<file path="src/adc_rd_pkg.sv">
// package: constants for the converter readout controller
package adc_rd_pkg;
  localparam int unsigned clk_hz = 40_000_000;
  localparam int unsigned result_bits = 18;
  localparam int unsigned cnt_w = 5;
  localparam logic [cnt_w-1:0] last_bit = 5'(result_bits - 1);
  // shift clock limit for safe timing, bits per second
  localparam int unsigned sclk_max_bps = 17_000_000;
  // half period in clk cycles, rounded up so the link never runs faster
  localparam int unsigned half_calc = (clk_hz + 2 * sclk_max_bps - 1) / (2 * sclk_max_bps);
  localparam logic [3:0] sclk_half = 4'(half_calc);
  localparam logic [15:0] period_rst = 16'h0046;
  // register offsets
  localparam logic [3:0] reg_ctrl = 4'h0;
  localparam logic [3:0] reg_period = 4'h1;
  localparam logic [3:0] reg_data = 4'h2;
  localparam logic [3:0] reg_stat = 4'h3;
  localparam logic [3:0] reg_ien = 4'h4;
  localparam logic [3:0] reg_iclr = 4'h5;
  localparam logic [3:0] reg_chain = 4'h6;
  // ctrl fields
  localparam int unsigned ctl_start = 0;
  localparam int unsigned ctl_timer = 1;
  localparam int unsigned ctl_rdc = 2;
  localparam int unsigned ctl_chain_lo = 4;
  localparam int unsigned ctl_chain_w = 2;
  // event bits
  localparam int unsigned ev_w = 3;
  localparam int unsigned ev_done = 0;
  localparam int unsigned ev_overrun = 1;
  localparam int unsigned ev_lost = 2;
  localparam logic [31:0] zero32 = 32'h0000_0000;
  typedef enum logic [2:0] {
    st_idle = 3'b000,
    st_cnv = 3'b001,
    st_wait = 3'b010,
    st_lo = 3'b011,
    st_hi = 3'b100,
    st_gap = 3'b101
  } rd_state_t;
endpackage

</file>
<file path="src/adc_rd_ctrl.sv">
// host controller reading an 18-bit converter over its slave serial port
module adc_rd_ctrl import adc_rd_pkg::*; (
  // clock and reset
  input wire logic clk,
  input wire logic rst_b,
  // software port
  input wire logic [3:0] addr,
  input wire logic [31:0] wdata,
  input wire logic wr,
  input wire logic rd,
  output logic [31:0] rdata,
  output logic irq,
  // converter pins
  output logic convert_start_n,
  output logic cs_n,
  output logic rd_n,
  output logic sclk,
  output logic clock_source_select,
  output logic interface_width_sel_lo,
  output logic interface_width_sel_hi,
  output logic chain_serial_input,
  input wire logic busy,
  input wire logic serial_result_out,
  input wire logic read_overrun_pulse
);
  logic rs1_r;
  logic rst_n;
  always_ff @(posedge clk or negedge rst_b) begin
    if (!rst_b) begin
      rs1_r <= 1'b0;
      rst_n <= 1'b0;
    end else begin
      rs1_r <= 1'b1;
      rst_n <= rs1_r;
    end
  end

  logic busy_s;
  logic sdo_s;
  logic ovr_s;
  adc_rd_sync u_busy (.clk(clk), .rst_n(rst_n), .d(busy), .q(busy_s));
  adc_rd_sync u_sdo (.clk(clk), .rst_n(rst_n), .d(serial_result_out), .q(sdo_s));
  adc_rd_sync u_ovr (.clk(clk), .rst_n(rst_n), .d(read_overrun_pulse), .q(ovr_s));

  assign clock_source_select = 1'b1;
  assign interface_width_sel_lo = 1'b1;
  assign interface_width_sel_hi = 1'b1;
  assign chain_serial_input = 1'b0;

  logic [7:0] ctrl_r, ctrl_nxt;
  logic [15:0] period_r, period_nxt;
  logic [15:0] tmr_r, tmr_nxt;
  logic [31:0] data_r, data_nxt;
  logic [ev_w-1:0] stat_r, stat_nxt, ien_r, ien_nxt;
  logic [31:0] rdata_r, rdata_nxt;
  rd_state_t st_r, st_nxt;
  logic [3:0] div_r, div_nxt;
  logic [cnt_w-1:0] bit_r, bit_nxt;
  logic [ctl_chain_w-1:0] word_r, word_nxt;
  logic [31:0] shreg_r, shreg_nxt;
  logic busy_d_r;
  logic start_req, busy_fall;
  logic [ev_w-1:0] ev;
  logic [ctl_chain_w-1:0] chain_n;
  logic rdc_mode;

  assign chain_n = ctrl_r[ctl_chain_lo +: ctl_chain_w];
  assign rdc_mode = ctrl_r[ctl_rdc];
  assign busy_fall = busy_d_r & ~busy_s;

  always_comb begin
    ctrl_nxt = ctrl_r;
    period_nxt = period_r;
    ien_nxt = ien_r;
    tmr_nxt = tmr_r;
    start_req = 1'b0;
    if (wr && addr == reg_ctrl) ctrl_nxt = wdata[7:0];
    if (wr && addr == reg_period) period_nxt = wdata[15:0];
    if (wr && addr == reg_ien) ien_nxt = wdata[ev_w-1:0];
    if (ctrl_r[ctl_timer]) begin
      if (tmr_r >= period_r) begin
        tmr_nxt = 16'h0000;
        start_req = 1'b1;
      end else begin
        tmr_nxt = tmr_r + 16'h0001;
      end
    end else begin
      tmr_nxt = 16'h0000;
    end
    if (wr && addr == reg_ctrl && wdata[ctl_start]) start_req = 1'b1;
    rdata_nxt = zero32;
    if (rd) begin
      case (addr)
        reg_ctrl: rdata_nxt = {24'h000000, ctrl_r};
        reg_period: rdata_nxt = {16'h0000, period_r};
        reg_data: rdata_nxt = data_r;
        reg_stat: rdata_nxt = {29'h0, stat_r};
        reg_ien: rdata_nxt = {29'h0, ien_r};
        reg_chain: rdata_nxt = {27'h0, st_r, busy_s, irq};
        default: rdata_nxt = zero32;
      endcase
    end
  end

  always_comb begin
    st_nxt = st_r;
    div_nxt = div_r;
    bit_nxt = bit_r;
    word_nxt = word_r;
    shreg_nxt = shreg_r;
    data_nxt = data_r;
    case (st_r)
      st_idle: begin
        if (start_req) st_nxt = st_cnv;
      end
      // single convert start pulse for all devices
      st_cnv: begin
        if (busy_s) st_nxt = rdc_mode ? st_lo : st_wait;
        div_nxt = '0;
        bit_nxt = '0;
        word_nxt = '0;
        // clear so stale bits never reach data
        shreg_nxt = zero32;
      end
      st_wait: begin
        if (busy_fall) st_nxt = st_lo;
      end
      // idle low, sample on falling edge
      st_lo: begin
        if (div_r == sclk_half - 4'h1) begin
          div_nxt = '0;
          st_nxt = st_hi;
        end else begin
          div_nxt = div_r + 4'h1;
        end
      end
      // half period bounds the shift rate
      st_hi: begin
        // high phase one cycle longer: returned bit crosses the synchroniser
        if (div_r == sclk_half) begin
          div_nxt = '0;
          // msb first, sampled at falling edge
          shreg_nxt = {shreg_r[30:0], sdo_s};
          if (bit_r == last_bit) begin
            bit_nxt = '0;
            // cascade adds one word per device in read-after mode; read-during mode reads one word
            if (word_r == chain_n || rdc_mode) begin
              st_nxt = st_gap;
            end else begin
              word_nxt = word_r + 2'h1;
              st_nxt = st_lo;
            end
          end else begin
            bit_nxt = bit_r + 5'h01;
            st_nxt = st_lo;
          end
        end else begin
          div_nxt = div_r + 4'h1;
        end
      end
      st_gap: begin
        data_nxt = shreg_r;
        st_nxt = st_idle;
      end
      default: st_nxt = st_idle;
    endcase
    ev = '0;
    ev[ev_overrun] = ovr_s;
    ev[ev_done] = (st_r == st_gap);
    ev[ev_lost] = start_req && st_r != st_idle;
    // set wins over clear
    stat_nxt = (stat_r & ~((wr && addr == reg_iclr) ? wdata[ev_w-1:0] : '0)) | ev;
  end

  always_ff @(posedge clk or negedge rst_n) begin
    if (!rst_n) begin
      ctrl_r <= 8'h00;
      period_r <= period_rst;
      tmr_r <= 16'h0000;
      ien_r <= '0;
      stat_r <= '0;
      rdata_r <= zero32;
      st_r <= st_idle;
      div_r <= 4'h0;
      bit_r <= '0;
      word_r <= '0;
      shreg_r <= zero32;
      data_r <= zero32;
      busy_d_r <= 1'b0;
    end else begin
      ctrl_r <= {ctrl_nxt[7:1], 1'b0};
      period_r <= period_nxt;
      tmr_r <= tmr_nxt;
      ien_r <= ien_nxt;
      stat_r <= stat_nxt;
      rdata_r <= rdata_nxt;
      st_r <= st_nxt;
      div_r <= div_nxt;
      bit_r <= bit_nxt;
      word_r <= word_nxt;
      shreg_r <= shreg_nxt;
      data_r <= data_nxt;
      busy_d_r <= busy_s;
    end
  end

  // select and read low only during shifting
  assign cs_n = !(st_r == st_lo || st_r == st_hi);
  assign rd_n = cs_n;
  assign sclk = (st_r == st_hi);
  assign convert_start_n = !(st_r == st_cnv);
  assign rdata = rdata_r;
  assign irq = |(stat_r & ien_r);

  // shift clock must not exceed limit
  sclk_rate_a: assert property (@(posedge clk) disable iff (!rst_n)
    $rose(sclk) |=> sclk [*2])
    else $error("shift clock high phase too short");
  // eighteen pulses per word
  bit_count_a: assert property (@(posedge clk) disable iff (!rst_n)
    (st_r == st_hi && st_nxt == st_gap) |-> (bit_r == last_bit))
    else $error("word ended before eighteen bits");
  // select low throughout shifting
  sel_low_a: assert property (@(posedge clk) disable iff (!rst_n)
    sclk |-> (!cs_n && !rd_n))
    else $error("shift clock outside selection");
  // read-after mode waits busy fall
  wait_busy_a: assert property (@(posedge clk) disable iff (!rst_n)
    (st_r == st_wait && busy_s) |=> (st_r == st_wait))
    else $error("read started while busy");
  // polarity zero when idle
  idle_low_a: assert property (@(posedge clk) disable iff (!rst_n)
    cs_n |-> !sclk)
    else $error("shift clock not idle low");
  // conversion start is followed by st_cnv, st_wait or st_lo
  cnv_pulse_a: assert property (@(posedge clk) disable iff (!rst_n)
    $fell(convert_start_n) |=> (st_r == st_cnv || st_r == st_lo || st_r == st_wait))
    else $error("convert start misordered");
  // result captured at word end
  data_cap_a: assert property (@(posedge clk) disable iff (!rst_n)
    (st_r == st_gap) |=> (data_r == $past(shreg_r)))
    else $error("result not captured");
  // straps stay serial slave
  strap_a: assert property (@(posedge clk) disable iff (!rst_n)
    clock_source_select && interface_width_sel_lo && interface_width_sel_hi)
    else $error("strap levels wrong");
  // overrun pulse reaches status
  ovr_stat_a: assert property (@(posedge clk) disable iff (!rst_n)
    ovr_s |=> stat_r[ev_overrun])
    else $error("overrun not flagged");
  // refused start is recorded
  lost_stat_a: assert property (@(posedge clk) disable iff (!rst_n)
    (start_req && st_r != st_idle) |=> stat_r[ev_lost])
    else $error("refused start not flagged");
  // read-during mode shifts at once
  rd_during_a: assert property (@(posedge clk) disable iff (!rst_n)
    (st_r == st_cnv && busy_s && rdc_mode) |=> (st_r == st_lo))
    else $error("read-during did not start");
  // read-after mode waits for busy
  rd_after_a: assert property (@(posedge clk) disable iff (!rst_n)
    (st_r == st_cnv && busy_s && !rdc_mode) |=> (st_r == st_wait))
    else $error("read-after did not wait");
  // low phase spans two cycles
  low_phase_a: assert property (@(posedge clk) disable iff (!rst_n)
    $fell(sclk) |=> !sclk)
    else $error("shift clock low phase too short");
  // word end flags done
  done_stat_a: assert property (@(posedge clk) disable iff (!rst_n)
    (st_r == st_gap) |=> stat_r[ev_done])
    else $error("done not flagged");
  // link quiet outside reads
  idle_quiet_a: assert property (@(posedge clk) disable iff (!rst_n)
    (st_r == st_idle) |-> (cs_n && rd_n && !sclk))
    else $error("link active while idle");
endmodule

</file>
<file path="src/adc_rd_sync.sv">
// two-flop synchroniser for pin inputs
module adc_rd_sync import adc_rd_pkg::*; (
  // clock and reset
  input wire logic clk,
  input wire logic rst_n,
  // level in and out
  input wire logic d,
  output logic q
);
  logic s1_r;
  logic s2_r;
  always_ff @(posedge clk or negedge rst_n) begin
    if (!rst_n) begin
      s1_r <= 1'b0;
      s2_r <= 1'b0;
    end else begin
      s1_r <= d;
      s2_r <= s1_r;
    end
  end
  assign q = s2_r;
endmodule

</file>
<file path="config.mk">
export PLATFORM = sky130hd
export DESIGN_NAME = adc_rd_ctrl
export DESIGN_NICKNAME = d
export VERILOG_FILES = /design/src/adc_rd_pkg.sv /design/src/adc_rd_ctrl.sv /design/src/adc_rd_sync.sv
export SDC_FILE = /design/constraint.sdc
export NUM_CORES = 1
export LEC_CHECK = 0
export BUFFER_PORTS_ARGS = -buffer_cell sky130_fd_sc_hd__buf_4
export CAP_MARGIN = 15
export CORE_ASPECT_RATIO = 1.75
export CORE_UTILIZATION = 40
export CTS_CLUSTER_SIZE = 16
export DETAILED_ROUTE_END_ITERATION = 7
export PLACE_DENSITY_LB_ADDON = 0.12
export SLEW_MARGIN = 20
export SYNTH_ARGS = -nofsm -noshare
export SYNTH_HDL_FRONTEND = slang
export SYNTH_SLANG_ARGS = --single-unit
</file>
<file path="constraint.sdc">
create_clock -name clk -period 8 [get_ports clk]
set_clock_uncertainty 0.2 [all_clocks]
set_input_delay 1.2 -clock clk [delete_from_list [all_inputs] [get_ports clk]]
set_output_delay 1.2 -clock clk [all_outputs]
set_load 0.01 [all_outputs]
</file>
==> run metrics <==
status=finished clean; I/O Pins=84; Yosys reg bits=164; hold_buf cts=0; row count=65; die area=18900 µm²; required time of the worst setup path=6.60 ns; setup TNS=0 ns; pin count of the biggest net entering global routing=83; Rel. slew slack=27.0%; Synth async-reset ratio=100%; DR iter-0 viols=222; Synth cell types=62; setup bufs post-CTS=0; slew of the pin with the lowest slew margin=1.10 ns; CP endpoint=sclk; sequential area share after synthesis=56.1%; Reg-to-Reg End=tmr_r[15]; Synth Area in Compound Gates=9.30%; Hold Violations, Final=0; first-pass GRT wire length=25600 µm; Leakage=4.05 nW; reg2reg path depth=7; Layout area overhead=17.2%; Final #Nets=780; Tcrit/Tclk final=45.9%; DRC=0; reg-to-reg critical path startpoint=period_r[13]; gpl congestion=0.773; fraction of layout cells with a size suffix above 1=25.7%; Synth Flop Type=dfrtp_1; Synth Cell Area=7320 µm²; die width=104 µm; vias in the first global route=5056; vias=4978; GRT Util Overall=17.3%; Setup-failing EPs final=0; Initial Utilization=40.7%; DR WL/cell=15.8 µm; Final WS setup=4.32 ns; fmax=272 MHz; xor/xnor share of the synthesized area=1.91%; Root Driver=clkbuf_16; Filler cells=1639; core box area=18000 µm²; EDFF count, synth=0; Max Root-Sink Buffers=2; hold crit path type=reg2async; crit path kind=reg2out; clk sinks=164; initial antenna violation count=0; post-synthesis mux area share=10.3%; Antenna Nets Post-Route=0; pre-CTS WS=4.74 ns; Worst Setup End Kind=primary output; Clock transition at path regs=0.06 ns; first drt pass iteration count=4; Syn Inst Count=665; Routed WL=15300 µm; Pwr per Cell Area=262 nW/µm²; CP arrival=2.28 ns; total congestion overflow=0; maximum vdd drop=122 µV; CTS tree=built; Max Slew Vio Count=0; Synth Area in Simple Gates=14.6%; post-synthesis adder-cell area fraction=3.25%; Final Critical Period=3.68 ns; Chip Height=181 µm; drt via density=5.16; number of port buffers=63; Synth Area per Inst=11.0 µm²; n_diodes=0; crit path launch type=flip-flop; Setup crit start=st_r[1]; Worst-Skew Late Latency=0.43 ns; Resized cells post-CTS=0; Max-Cap Viols=0; combinational family with the most area after synthesis=simple AND/OR/NAND/NOR gates; DPL Wire Length=10200 µm; yosys warns=0; RSZ-0062 raised after global routing=false; r2r setup slk=5.10 ns; number of CTS-inserted buffers=17; peak fanout along the critical path=35; CTS H-tree lvls=4
-- where the power goes --
group | total (mW) | internal [mW] | switching, mW
Sequential | 0.979 | 0.894 | 0.0851
Clock | 0.848 | 0.505 | 0.343
Combinational | 0.420 | 0.168 | 0.251
-- per-stage QoR --
stage	std cells	cell area, µm²	total power, mW	utilization (%)	hold slack [ns]
3_3_place_gp	932	7940	1.40	44.1	0.133
6_report	965	8580	2.25	47.7	0.0988
2_1_floorplan	668	7330	1.32	-	0.131
3_5_place_dp	932	7940	1.41	44.1	0.135
4_1_cts	964	8550	2.28	47.6	0.150
5_1_grt	965	8580	2.37	47.7	0.150
-- cell families after synthesis --
logic type / count (synthesis)
AOI/OAI and AO/OA: 109
xor gates and xnor gates: 16
adders and majority gates: 19
buffers and inverters: 65
DFF: 164
muxes: 68
other: 2
and+or+nand+nor: 222
-- synth_stat cells, drive strengths merged (3+ instances only) --
cell / count / share of area (%)
o21ai: 49 / 3.4
mux2i: 8 / 1.1
inv: 28 / 1.4
nand2b: 7 / 0.70
dfstp: 3 / 1.1
nor2: 59 / 3.4
nand2: 91 / 4.7
a21oi: 21 / 1.4
and3: 18 / 1.5
buf: 26 / 2.4
nand3b: 3 / 0.31
xnor2: 13 / 1.6
nand4: 6 / 0.60
clkbuf: 11 / 0.56
dfrtp: 161 / 55
a22oi: 12 / 1.2
a21o: 5 / 0.51
ha: 19 / 3.2
xor2: 3 / 0.36
nand3: 13 / 0.89
nor3: 10 / 0.91
nor2b: 5 / 0.43
mux2: 60 / 9.2
a211oi: 4 / 0.41
-- sequential cells by signal (all words and copies together), names as in the netlist --
register / flops
data_r: 32
rdata: 32
shreg_r: 32
period_r: 16
tmr_r: 16
ctrl_r: 7
bit_r: 5
div_r: 4
ien_r: 3
st_r: 3
stat_r: 3
word_r: 2
busy_d_r: 1
rs1_r: 1
rst_n: 1
u_busy.q: 1
u_busy.s1_r: 1
u_ovr.q: 1
u_ovr.s1_r: 1
u_sdo.q: 1
u_sdo.s1_r: 1
-- critical path: stages (launching register included) --
cell	delay, ns
dfrtp_1	0.53
or3b_1	0.59
inv_2	0.15
buf_4	0.37
buf_4	0.20
-- routing by layer --
metal / GRT usage (%) / wire length, µm
met1: 21.0 / 6570
met2: 29.6 / 7950
met3: 3.57 / 412
met4: 7.09 / 337
met5: 0 / 0
-- worst min-delay path by stage --
stage / endpoint / cells after the start / from
floorplan: rst_n / 0 / rs1_r
global route: u_busy.s1_r / 0 / rst_n
finish: u_busy.s1_r / 0 / rst_n
global placement: u_busy.q / 0 / u_busy.s1_r
detailed placement: u_sdo.q / 0 / u_sdo.s1_r
CTS: u_sdo.q / 0 / u_sdo.s1_r
-- placed cells by master, fill, tap and decap left out, types with 2 or more instances in the layout --
cell        netlist  routed
a211oi_1          4       4
a21o_1            5       5
a21oi_1          21      21
a22oi_1          12      12
a31o_2            2       2
a31oi_1           2       2
and2_1            2       2
and3_1           18      18
buf_4             6      66
bufinv_16         0       3
clkbuf_16         0      17
clkinv_4          0       2
clkinvlp_4        0       2
conb_1            2       5
dfrtp_1         161     160
dfstp_2           3       3
ha_1             19      19
inv_1            27      27
inv_6             0       5
mux2_2           60      60
mux2i_1           8       8
nand2_1          90      90
nand2b_1          6       6
nand3_1          13      13
nand3b_1          3       3
nand4_1           5       5
nor2_1           49      49
nor2_2            9       9
nor2b_1           5       5
nor3_1            8       8
o21ai_0          42      42
o21ai_1           6       6
xnor2_1          13      13
xor2_1            3       3
-- final cells by class --
cell class | instances | area, µm² | area share, %
clock inverter | 13 | 171 | 2.00
sequential | 164 | 4110 | 47.9
inverter | 28 | 105 | 1.22
multi-input combinational | 439 | 2920 | 34.1
timing repair buffer | 68 | 534 | 6.23
clock buffer | 19 | 443 | 5.16
tap | 234 | 293 | 3.41
Power figures use the tool's default switching activity.
